<file path="src/iom_defines.svh">
`ifndef IOM_DEFINES_SVH
`define IOM_DEFINES_SVH

// address windows, in data-space and I/O terms
`define IOM_IO_TO_DATA     8'h20
`define IOM_BIT_LAST       8'h1F
`define IOM_PORT_LAST      8'h3F
`define IOM_EXT_FIRST      8'h60
`define IOM_EXT_LAST       8'hFF
`define IOM_RESET_VALUE    8'h00

// register data-space addresses
`define IOM_PORT_A_INPUT        8'h20
`define IOM_PORT_A_DIRECTION    8'h21
`define IOM_PORT_A_OUTPUT       8'h22
`define IOM_PORT_B_INPUT        8'h23
`define IOM_PORT_B_DIRECTION    8'h24
`define IOM_PORT_B_OUTPUT       8'h25
`define IOM_PORT_C_OUTPUT       8'h28
`define IOM_PORT_D_INPUT        8'h29
`define IOM_PORT_D_DIRECTION    8'h2A
`define IOM_PORT_D_OUTPUT       8'h2B
`define IOM_TIMER0_FLAGS        8'h35
`define IOM_TIMER1_FLAGS        8'h36
`define IOM_PIN_CHANGE_FLAGS    8'h3B
`define IOM_EEPROM_CONTROL      8'h3F
`define IOM_EEPROM_DATA         8'h40
`define IOM_EEPROM_ADDR_LOW     8'h41
`define IOM_EEPROM_ADDR_HIGH    8'h42
`define IOM_GENERAL_TIMER_CTRL  8'h43
`define IOM_TIMER0_CONTROL_A    8'h44
`define IOM_TIMER0_CONTROL_B    8'h45
`define IOM_TIMER0_COUNT        8'h46
`define IOM_TIMER0_COMPARE_A    8'h47
`define IOM_TIMER0_COMPARE_B    8'h48
`define IOM_SCRATCH_BYTE_ONE    8'h4A
`define IOM_SCRATCH_BYTE_TWO    8'h4B
`define IOM_DEBUG_CHANNEL_BYTE  8'h51
`define IOM_SLEEP_CONTROL       8'h53
`define IOM_RESET_CAUSE_STATUS  8'h54
`define IOM_CORE_CONTROL        8'h55
`define IOM_SELF_PROGRAM_CTRL   8'h57
`define IOM_STACK_POINTER_LOW   8'h5D
`define IOM_STACK_POINTER_HIGH  8'h5E
`define IOM_CORE_COND_FLAGS     8'h5F
`define IOM_WATCHDOG_CONTROL    8'h60
`define IOM_WAKEUP_TIMER_CTRL   8'h62
`define IOM_POWER_REDUCTION     8'h64
`define IOM_FAST_OSC_TRIM       8'h66
`define IOM_PIN_CHANGE_ENABLE   8'h68
`define IOM_EXT_IRQ_SENSE_CTRL  8'h69
`define IOM_PIN_CHANGE_MASK_LO  8'h6B
`define IOM_PIN_CHANGE_MASK_HI  8'h6C
`define IOM_TIMER0_IRQ_MASK     8'h6E
`define IOM_TIMER1_IRQ_MASK     8'h6F
`define IOM_VCONV_RESULT_LOW    8'h78
`define IOM_VCONV_RESULT_HIGH   8'h79
`define IOM_VCONV_CONTROL       8'h7A
`define IOM_VCONV_CHANNEL_SEL   8'h7C
`define IOM_DIGITAL_IN_DISABLE  8'h7E

`endif

</file>
<file path="src/iom_pkg.sv">
package iom_pkg;

  // core access kinds
  typedef enum logic [2:0] {
    OP_PORT_LOAD,
    OP_PORT_STORE,
    OP_BIT_SET,
    OP_BIT_CLEAR,
    OP_SKIP_ONE,
    OP_SKIP_ZERO,
    OP_MEM_READ,
    OP_MEM_WRITE
  } iom_op_t;

  typedef struct packed {
    logic       valid;
    iom_op_t    op;
    logic [7:0] addr;
    logic [2:0] bit_sel;
    logic [7:0] wdata;
  } iom_acc_t;

  typedef struct packed {
    logic       done;
    logic       refused;
    logic       skip;
    logic [7:0] rdata;
  } iom_rsp_t;

  typedef struct packed {
    logic       valid;
    logic [7:0] addr;
    logic [7:0] data;
  } iom_wr_t;

  typedef struct packed {
    logic       ro;
    logic [7:0] wmask;
    logic [7:0] w1c;
  } iom_info_t;

endpackage

</file>
<file path="src/iom_io_map.sv">
`include "iom_defines.svh"
`timescale 1ns/10ps
`default_nettype none

module iom_io_map (
  input  wire logic              clk_sys,          // core clock
  input  wire logic              reset_n,          // sync reset, low
  input  wire iom_pkg::iom_acc_t acc,              // core access
  output iom_pkg::iom_rsp_t      rsp,              // answer, next cycle
  output iom_pkg::iom_wr_t       wr_notice,        // write seen by peripherals
  input  wire logic [7:0]        pin_a_level,      // port a pin levels
  input  wire logic [7:0]        pin_b_level,      // port b pin levels
  input  wire logic [1:0]        pin_d_level,      // port d pin levels
  input  wire logic [11:0]       conv_result,      // voltage converter result
  input  wire logic [2:0]        timer0_event,     // timer0 flag set pulses
  input  wire logic [1:0]        timer1_event,     // timer1 flag set pulses
  input  wire logic [1:0]        pin_change_event, // pin change set pulses
  output logic [7:0]             port_a_drive,     // port a pin out value
  output logic [7:0]             port_a_oe,        // port a output enable
  output logic [7:0]             port_b_drive,     // port b pin out value
  output logic [7:0]             port_b_oe,        // port b output enable
  output logic                   port_c_oe,        // open drain, pulls low
  output logic [1:0]             port_d_drive,     // port d pin out value
  output logic [1:0]             port_d_oe         // port d output enable
);

  // one cell per data-space location of the map
  localparam int N_LOC = 224;  // data-space 20..FF

  // build one decode entry
  function automatic iom_pkg::iom_info_t mk(
    input logic       ro,
    input logic [7:0] wm,
    input logic [7:0] w1
  );
    iom_pkg::iom_info_t f;
    f.ro    = ro;
    f.wmask = wm;
    f.w1c   = w1;
    return f;
  endfunction

  // ro: live inputs, wmask: bits that store, w1c: flags
  // reserved bits never store, so software zeros cost nothing
  // per-location writable and flag bits; absent means reserved
  function automatic iom_pkg::iom_info_t decode(input logic [7:0] a);
    iom_pkg::iom_info_t f;
    f = mk(1'b0, 8'h00, 8'h00);  // reserved: reads zero, stores nothing
    case (a)
      // port a: live pins, direction, output
      // pin bytes have no storage behind them
      `IOM_PORT_A_INPUT:       f = mk(1'b1, 8'h00, 8'h00);
      `IOM_PORT_A_DIRECTION:   f = mk(1'b0, 8'hFF, 8'h00);
      `IOM_PORT_A_OUTPUT:      f = mk(1'b0, 8'hFF, 8'h00);

      // port b, laid out as port a
      `IOM_PORT_B_INPUT:       f = mk(1'b1, 8'h00, 8'h00);
      `IOM_PORT_B_DIRECTION:   f = mk(1'b0, 8'hFF, 8'h00);
      `IOM_PORT_B_OUTPUT:      f = mk(1'b0, 8'hFF, 8'h00);

      // port c: one open drain bit
      // no pin byte, since it only sinks
      `IOM_PORT_C_OUTPUT:      f = mk(1'b0, 8'h01, 8'h00);

      // port d: two pins only
      // upper six bits are reserved
      `IOM_PORT_D_INPUT:       f = mk(1'b1, 8'h00, 8'h00);
      `IOM_PORT_D_DIRECTION:   f = mk(1'b0, 8'h03, 8'h00);
      `IOM_PORT_D_OUTPUT:      f = mk(1'b0, 8'h03, 8'h00);

      // status flags: a written one clears
      // events win over a clear in one cycle
      `IOM_TIMER0_FLAGS:       f = mk(1'b0, 8'h00, 8'h07);
      `IOM_TIMER1_FLAGS:       f = mk(1'b0, 8'h00, 8'h03);
      `IOM_PIN_CHANGE_FLAGS:   f = mk(1'b0, 8'h00, 8'h03);

      // eeprom control, data and address
      // mixed bytes act as plain read/write
      `IOM_EEPROM_CONTROL:     f = mk(1'b0, 8'h3F, 8'h00);
      `IOM_EEPROM_DATA:        f = mk(1'b0, 8'hFF, 8'h00);
      `IOM_EEPROM_ADDR_LOW:    f = mk(1'b0, 8'hFF, 8'h00);
      `IOM_EEPROM_ADDR_HIGH:   f = mk(1'b0, 8'h01, 8'h00);

      // timer control, count and compares
      // the timer itself lives elsewhere
      `IOM_GENERAL_TIMER_CTRL: f = mk(1'b0, 8'h83, 8'h00);
      `IOM_TIMER0_CONTROL_A:   f = mk(1'b0, 8'hF3, 8'h00);
      `IOM_TIMER0_CONTROL_B:   f = mk(1'b0, 8'hCF, 8'h00);
      `IOM_TIMER0_COUNT:       f = mk(1'b0, 8'hFF, 8'h00);
      `IOM_TIMER0_COMPARE_A:   f = mk(1'b0, 8'hFF, 8'h00);
      `IOM_TIMER0_COMPARE_B:   f = mk(1'b0, 8'hFF, 8'h00);

      // scratch bytes and debug channel
      `IOM_SCRATCH_BYTE_ONE:   f = mk(1'b0, 8'hFF, 8'h00);
      `IOM_SCRATCH_BYTE_TWO:   f = mk(1'b0, 8'hFF, 8'h00);
      `IOM_DEBUG_CHANNEL_BYTE: f = mk(1'b0, 8'hFF, 8'h00);

      // sleep, reset cause, core control
      `IOM_SLEEP_CONTROL:      f = mk(1'b0, 8'h0F, 8'h00);
      `IOM_RESET_CAUSE_STATUS: f = mk(1'b0, 8'h1F, 8'h00);
      `IOM_CORE_CONTROL:       f = mk(1'b0, 8'h93, 8'h00);
      `IOM_SELF_PROGRAM_CTRL:  f = mk(1'b0, 8'hFF, 8'h00);

      // stack pointer and condition flags
      `IOM_STACK_POINTER_LOW:  f = mk(1'b0, 8'hFF, 8'h00);
      `IOM_STACK_POINTER_HIGH: f = mk(1'b0, 8'hFF, 8'h00);
      `IOM_CORE_COND_FLAGS:    f = mk(1'b0, 8'hFF, 8'h00);

      // extended window from here on
      // port and bit ops never reach it
      `IOM_WATCHDOG_CONTROL:   f = mk(1'b0, 8'hFF, 8'h00);
      `IOM_WAKEUP_TIMER_CTRL:  f = mk(1'b0, 8'hFF, 8'h00);
      `IOM_POWER_REDUCTION:    f = mk(1'b0, 8'h0F, 8'h00);
      `IOM_FAST_OSC_TRIM:      f = mk(1'b0, 8'hFF, 8'h00);

      // interrupt sense, enables, masks
      // only named enable bits store
      `IOM_PIN_CHANGE_ENABLE:  f = mk(1'b0, 8'h03, 8'h00);
      `IOM_EXT_IRQ_SENSE_CTRL: f = mk(1'b0, 8'hFF, 8'h00);
      `IOM_PIN_CHANGE_MASK_LO: f = mk(1'b0, 8'hFF, 8'h00);
      `IOM_PIN_CHANGE_MASK_HI: f = mk(1'b0, 8'hFF, 8'h00);
      `IOM_TIMER0_IRQ_MASK:    f = mk(1'b0, 8'h07, 8'h00);
      `IOM_TIMER1_IRQ_MASK:    f = mk(1'b0, 8'h03, 8'h00);

      // converter result and controls
      // the result bytes are live inputs
      `IOM_VCONV_RESULT_LOW:   f = mk(1'b1, 8'h00, 8'h00);
      `IOM_VCONV_RESULT_HIGH:  f = mk(1'b1, 8'h00, 8'h00);
      `IOM_VCONV_CONTROL:      f = mk(1'b0, 8'h0F, 8'h00);
      `IOM_VCONV_CHANNEL_SEL:  f = mk(1'b0, 8'h0F, 8'h00);
      `IOM_DIGITAL_IN_DISABLE: f = mk(1'b0, 8'h0F, 8'h00);

      // anything else is reserved
      default:                 f = mk(1'b0, 8'h00, 8'h00);
    endcase
    return f;
  endfunction

  // live value of a read-only location
  function automatic logic [7:0] ro_value(
    input logic [7:0]  a,
    input logic [7:0]  pa,
    input logic [7:0]  pb,
    input logic [1:0]  pd,
    input logic [11:0] cr
  );
    logic [7:0] v;
    v = 8'h00;
    case (a)
      // pins read live each cycle
      `IOM_PORT_A_INPUT:      v = pa;
      `IOM_PORT_B_INPUT:      v = pb;
      `IOM_PORT_D_INPUT:      v = {6'h00, pd};
      // result split over two bytes
      `IOM_VCONV_RESULT_LOW:  v = cr[7:0];
      `IOM_VCONV_RESULT_HIGH: v = {4'h0, cr[11:8]};
      default:                v = 8'h00;
    endcase
    return v;
  endfunction

  // an event that is held sets its flag every cycle
  // hardware flag set pulses per location
  function automatic logic [7:0] ev_value(
    input logic [7:0] a,
    input logic [2:0] t0,
    input logic [1:0] t1,
    input logic [1:0] pc
  );
    logic [7:0] v;
    v = 8'h00;
    case (a)
      `IOM_TIMER0_FLAGS:     v = {5'h00, t0};
      `IOM_TIMER1_FLAGS:     v = {6'h00, t1};
      `IOM_PIN_CHANGE_FLAGS: v = {6'h00, pc};
      default:               v = 8'h00;
    endcase
    return v;
  endfunction

  // the op alone picks how the address is read
  // access classification
  wire logic is_port_ld;
  wire logic is_port_st;
  wire logic is_bit_set;
  wire logic is_bit_clr;
  wire logic is_skip1;
  wire logic is_skip0;
  wire logic is_mem_rd;
  wire logic is_mem_wr;
  assign is_port_ld = acc.op == iom_pkg::OP_PORT_LOAD;
  assign is_port_st = acc.op == iom_pkg::OP_PORT_STORE;
  assign is_bit_set = acc.op == iom_pkg::OP_BIT_SET;
  assign is_bit_clr = acc.op == iom_pkg::OP_BIT_CLEAR;
  assign is_skip1   = acc.op == iom_pkg::OP_SKIP_ONE;
  assign is_skip0   = acc.op == iom_pkg::OP_SKIP_ZERO;
  assign is_mem_rd  = acc.op == iom_pkg::OP_MEM_READ;
  assign is_mem_wr  = acc.op == iom_pkg::OP_MEM_WRITE;

  // op families
  wire logic is_port;
  wire logic is_bitop;
  wire logic is_skip;
  wire logic is_mem;
  assign is_port  = is_port_ld | is_port_st;
  assign is_bitop = is_bit_set | is_bit_clr;
  assign is_skip  = is_skip1 | is_skip0;
  assign is_mem   = is_mem_rd | is_mem_wr;

  // a refused access still answers, so the core never stalls
  // window checks; the short port address never reaches the extended area
  wire logic port_ok;
  wire logic low_ok;
  wire logic mem_ok;
  wire logic legal;
  assign port_ok = acc.addr <= `IOM_PORT_LAST;
  assign low_ok  = acc.addr <= `IOM_BIT_LAST;
  assign mem_ok  = acc.addr >= `IOM_IO_TO_DATA;
  assign legal   = acc.valid & ((is_port & port_ok)
                 | ((is_bitop | is_skip) & low_ok)
                 | (is_mem & mem_ok));

  // port and bit ops add the offset; memory ops carry it
  // every window lands on one data-space address
  wire logic [7:0] daddr;
  assign daddr = is_mem ? acc.addr
               : 8'(acc.addr + `IOM_IO_TO_DATA);

  wire logic [7:0] lidx;
  assign lidx = 8'(daddr - `IOM_IO_TO_DATA);

  // storage and per-location read values
  logic [7:0] loc_q   [N_LOC];
  logic [7:0] loc_rd  [N_LOC];

  // a port or bit op near the top of its field wraps past the last
  // cell; it is refused, and reads zero instead of an unknown
  wire logic in_map;
  assign in_map = lidx < 8'(N_LOC);

  // current byte at the addressed location
  wire logic [7:0] cur;
  assign cur = (in_map & (mem_ok | ~is_mem)) ? loc_rd[lidx] : 8'h00;

  // hazard: a bit op on a flag byte clears every set flag except the one a bit clear selects
  // bit ops rewrite the full byte; flags read as one go back as one
  wire logic [7:0] bit_one;
  wire logic [7:0] rmw_val;
  assign bit_one = 8'(8'h01 << acc.bit_sel);
  assign rmw_val = is_bit_set ? (cur | bit_one)
                 : (cur & ~bit_one);

  wire logic       do_write;
  wire logic [7:0] wval;
  assign do_write = legal & (is_port_st | is_mem_wr | is_bitop);
  assign wval     = is_bitop ? rmw_val : acc.wdata;

  // one storage cell per data-space location
  genvar gi;
  generate
    for (gi = 0; gi < N_LOC; gi++) begin : g_loc
      localparam logic [7:0] LA = 8'(gi + 32);
      localparam iom_pkg::iom_info_t INF = decode(LA);
      wire logic       hit;
      wire logic [7:0] evt;
      wire logic [7:0] next_q;
      assign hit = do_write & (lidx == 8'(gi));
      assign evt = ev_value(LA, timer0_event, timer1_event,
                            pin_change_event) & INF.w1c;
      // reserved bits drop the written value
      // a flag event in the clearing cycle wins over the clear
      assign next_q = (hit ? ((wval & INF.wmask)
                             | (loc_q[gi] & INF.w1c & ~wval))
                           : loc_q[gi]) | evt;
      // a register for every location; bits that cannot store are forced to zero
      always_ff @(posedge clk_sys) begin
        if (!reset_n) begin
          loc_q[gi] <= `IOM_RESET_VALUE;
        end else begin
          loc_q[gi] <= next_q & (INF.wmask | INF.w1c);
        end
      end
      // stored bytes are masked again on the way out
      // read-only bytes show live inputs, reserved read zero
      assign loc_rd[gi] = INF.ro
                        ? ro_value(LA, pin_a_level, pin_b_level,
                                   pin_d_level, conv_result)
                        : (loc_q[gi] & (INF.wmask | INF.w1c));
    end
  endgenerate

  // a skip test never changes the byte it looks at
  // answer fields, registered
  wire logic       want_data;
  wire logic       bit_val;
  wire logic       skip_now;
  assign want_data = legal & (is_port_ld | is_mem_rd);
  assign bit_val   = cur[acc.bit_sel];
  assign skip_now  = legal & is_skip
                   & (bit_val == is_skip1);

  // next answer; refusal marks bad windows, data only for loads
  wire logic       next_done;
  wire logic       next_refused;
  wire logic [7:0] next_rdata;
  assign next_done    = acc.valid;
  assign next_refused = acc.valid & ~legal;
  assign next_rdata   = want_data ? cur : 8'h00;

  // answer one cycle after the access; the core never waits longer
  always_ff @(posedge clk_sys) begin
    if (!reset_n) begin
      rsp <= '0;
    end else begin
      rsp.done    <= next_done;
      rsp.refused <= next_refused;
      rsp.skip    <= skip_now;
      rsp.rdata   <= next_rdata;
    end
  end

  // notice data rests at zero between writes, so a refused
  // bit op never shows a rewritten byte that did not land
  wire logic [7:0] next_wr_data;
  assign next_wr_data = do_write ? wval : 8'h00;

  // peripherals see every accepted write, including reserved ones
  always_ff @(posedge clk_sys) begin
    if (!reset_n) begin
      wr_notice <= '0;
    end else begin
      wr_notice.valid <= do_write;
      wr_notice.addr  <= daddr;
      wr_notice.data  <= next_wr_data;
    end
  end

  // pin drivers straight from stored registers
  localparam logic [7:0] IX_AO = 8'(`IOM_PORT_A_OUTPUT - `IOM_IO_TO_DATA);
  localparam logic [7:0] IX_AD = 8'(`IOM_PORT_A_DIRECTION - `IOM_IO_TO_DATA);
  localparam logic [7:0] IX_BO = 8'(`IOM_PORT_B_OUTPUT - `IOM_IO_TO_DATA);
  localparam logic [7:0] IX_BD = 8'(`IOM_PORT_B_DIRECTION - `IOM_IO_TO_DATA);
  localparam logic [7:0] IX_CO = 8'(`IOM_PORT_C_OUTPUT - `IOM_IO_TO_DATA);
  localparam logic [7:0] IX_DO = 8'(`IOM_PORT_D_OUTPUT - `IOM_IO_TO_DATA);
  localparam logic [7:0] IX_DD = 8'(`IOM_PORT_D_DIRECTION - `IOM_IO_TO_DATA);

  // a direction bit of one lets the pin drive
  // open drain port c only ever sinks, so its level stays low
  assign port_a_drive = loc_q[IX_AO];
  assign port_a_oe    = loc_q[IX_AD];
  assign port_b_drive = loc_q[IX_BO];
  assign port_b_oe    = loc_q[IX_BD];
  assign port_c_oe    = loc_q[IX_CO][0];
  assign port_d_drive = loc_q[IX_DO][1:0];
  assign port_d_oe    = loc_q[IX_DD][1:0];

endmodule

`default_nettype wire

</file>
<file path="config.mk">
export PLATFORM = sky130hd
export DESIGN_NAME = iom_io_map
export DESIGN_NICKNAME = d
export VERILOG_FILES = /design/src/iom_pkg.sv /design/src/iom_io_map.sv
export VERILOG_INCLUDE_DIRS = /design/src /design/src/src
export SDC_FILE = /design/constraint.sdc
export NUM_CORES = 1
export LEC_CHECK = 0
export ABC_AREA = 1
export BUFFER_PORTS_ARGS = -buffer_cell sky130_fd_sc_hd__buf_2
export CORE_ASPECT_RATIO = 1.25
export CORE_MARGIN = 3
export CORE_UTILIZATION = 31
export DETAILED_ROUTE_END_ITERATION = 16
export SLEW_MARGIN = 20
export SYNTH_ARGS = -nofsm -noshare
export SYNTH_HDL_FRONTEND = slang
export SYNTH_SLANG_ARGS = --single-unit
export TNS_END_PERCENT = 10
</file>
<file path="constraint.sdc">
create_clock -name clk_sys -period 7.05 [get_ports clk_sys]
set_input_delay 0.705 -clock clk_sys [delete_from_list [all_inputs] [get_ports clk_sys]]
set_output_delay 0.705 -clock clk_sys [all_outputs]
set_load 0.02 [all_outputs]
</file>
==> run_results.csv <==
group,metric,value,unit
final_layout,design_area,14100,µm²
yosys,postSynthCellCount,1800,
yosys,yosysTopAreaCell,"dfxtp_1",
routing,drt-total-wl,44.4,mm
yosys,yosysMostFrequentCell,"nand2_1",
floorplanning,ios,127,
clock_tree,clock_path_buffers,3,
routing,wl_met3,2.66,mm
setup_path,end_kind,"flop",
place,placed_cell_area,13200,µm²
setup_path,cp_max_fo,39,
yosys,syn_area,12600,µm²
routing,drt-pass1-iter-count,6,
final_layout,register_area,5490,µm²
yosys,avgSynthCellArea,6.99,µm²
clock_tree,ctsHoldBuffers,0,
clock_tree,cts_tree,"done",
power,leakagePower,5.97,nW
grt,grt_pass1_vias,11700,
sta,finalMaxSlewViolations,0,
routing,drt-met1-wl,17.5,mm
sta,setup_viol,0,
yosys,synth_common_cells,"nand2_1, dfxtp_1, a21oi_1, o21ai_0, nor2_1",
sta,rsz0062_at_grt,"false",
yosys,synth-async-reset-ratio,0,
job,maxCapViolCount,0,
sta,min_period_over_period,0.545,
yosys,syn-num-nets,1864,
sta,period_needed,3.84,ns
routing,highest_layer,"met5",
floorplanning,row_count,81,
sta,fin_worst_skew,0.0214,ns
setup_path,cp_top_family,"simple AND/OR/NAND/NOR gates",
setup_path,critPathBufInv,4,
place,io_buffers,126,
routing,via_count,12300,
clock_tree,numCtsBuffers,28,
setup_path,cp_cell_sequence,"buf_2 > nand2_4 > inv_2 > nand2_1 > inv_1 > nand2_1 > nand2_1 > inv_1 > nand3_1 > nand2_1 > nand3_1 > nand2_1 > nand2_1 > nand2_2 > o21ai_2 > nand2_2 > a21oi_1",
yosys,ys_warn_count,0,
clock_tree,root_buffer,"clkbuf_16",
routing,route.met2.wl,22.1,mm
final_layout,nets,1886,
sta,hold_viol_final,0,
floorplanning,die_area,43100,µm²
power,ir_drop,0.000135,V
setup_path,cp.required,7.54,ns
yosys,ys_types,37,
routing,drt_iter0_drc,1031,
grt,antenna_found_initial,3,
setup_path,crit_slowest_cell,"inv_2",
floorplanning,fp.dieW,186,µm
clock_tree,cts_setup_buffers,0,
yosys,synth_area_leaders,"dfxtp_1, nand2_1, a21oi_1",
grt,grt_use_total,0.201,
setup_path,cp_common_cell,"nand2_1",
grt,grt_pass1_wl,67.7,mm
clock_tree,cts.sinks,274,
clock_tree,clk_pin_slew,0.06,ns
sta,clock.fmax,260,MHz
setup_path,start_kind,"input port",
sta,slew_headroom,0.281,
hold_path,hold_path_class,"in -> reg",
routing,post_drt_wl_per_cell,18.7,µm
yosys,ys_seq_area_frac,0.436,
grt,grt_max_degree,100,
yosys,ys_ff_latch,274,
place,dp_hpwl,29.4,mm
clock_tree,post_cts_resized,0,
place,globalplace.congestion,0.974,
routing,final_antenna_net_count,0,
yosys,ys.flop_type,"dfxtp_1",
final_layout,fillers,4213,
floorplanning,coreArea,39600,µm²
status,outcome,"completed",
floorplanning,start_util,0.318,
setup_path,crit_type,"in -> reg",
yosys,synth.top_cell.area_share,0.436,
power,total_power,3.26,mW
power,power.density,232,nW/µm²
floorplanning,die_h,231,µm
routing,drc,0,
setup_path,critPathMaxStageDelay,0.76,ns
final_layout,drive_gt1_frac,0.132,
sta,tightestPinTransition,1.07,ns
final_layout,syn_to_final_growth,11.6,%
yosys,synth_edf_count,0,
sta,setup_tns,0,ns
setup_path,arrival,4.33,ns
routing,routed_via_density,5.15,
clock_tree,clk_latency,0.57,ns
clock_tree,h-tree-depth,1,
final_layout,multi_input_area,6000,µm²
grt,grt_overflow,0,
[layout make-up]
cell class,count,area share
Clock inverter,11,0.00543
Clock buffer,37,0.0551
Antenna cell,1,0.000178
Timing Repair Buffer,142,0.0539
Inverter,75,0.0204
Sequential cell,274,0.390
Multi-Input combinational cell,1301,0.427
Tap cell,539,0.0480
[worst min-delay path: stages]
cell	delay (ns)
buf_2	0.09
a21oi_1	0.03
nor2_1	0.07
[registers in the layout, indices dropped and copies added, names as in the netlist]
register and flops:
loc_q 246, wr_notice 17, rsp 11
[per-stage QoR]
step / instances / hold slack [ns] / utilization / setup slack (ns)
final: 2380 / 0.379 / 0.355 / 3.21
after global routing: 2380 / 0.367 / 0.355 / 2.87
after CTS: 2379 / 0.366 / 0.354 / 3.22
after detailed placement: 2331 / 0.496 / 0.333 / 2.64
after global placement: 2331 / 0.478 / 0.333 / 2.70
after floorplan: 1800 / 0.456 / - / 4.26
[layer usage]
| layer | vias to the layer above | global-route usage |
|---|---|---|
| met1 | 5745 | 0.244 |
| met2 | 437 | 0.350 |
| met4 | 4 | 0.0934 |
| met3 | 101 | 0.0251 |
| met5 | - | 0 |
| li1 | 5978 | - |
[where the power goes]
part           switching (mW)  internal, mW  total, mW
sequential            0.00373          1.56       1.56
combinational           0.224        0.0618      0.286
clock                   0.645         0.773       1.42
[kinds of logic (layout without fill, tap and decap cells)]
kind of cell               Yosys count  count (layout)  share of synthesized area
AOI/OAI and AO/OA                  532             532                      0.218
other                                0               1                          0
adders and majority gates            2               2                    0.00199
buffers and inverters              225             265                     0.0901
DFF                                274             274                      0.436
and+or+nand+nor                    766             766                      0.253
muxes                                1               1                   0.000795
[cell usage in the layout (no fill, tap or decap), types with 4 or more instances in the layout]
cell type  count
nand2_1      480
dfxtp_1      274
clkinv_2       8
nand2_2        8
nor2_4         5
a21oi_2        4
nor2_2        13
inv_2          5
nand4_1        7
nor3_1         7
clkbuf_8       4
inv_1         67
clkbuf_1       5
nor3_2         6
o21ai_0      244
nand3_1      109
buf_4         16
a21oi_1      265
buf_2        125
clkbuf_16     28
nor2_1       125
[path summary, 6_finish.rpt]
path                        start            end  slack, ns  cells after the start
hold / removal    timer0_event[2]  loc_q[0][170]       0.38                      3
hold reg to reg     loc_q[0][216]  loc_q[0][216]       0.50                      2
setup reg to reg      loc_q[0][9]  loc_q[0][289]       4.53                     14
setup / recovery          acc[11]  loc_q[0][289]       3.21                     17
Note: power is estimated with default switching activity, not from simulation.
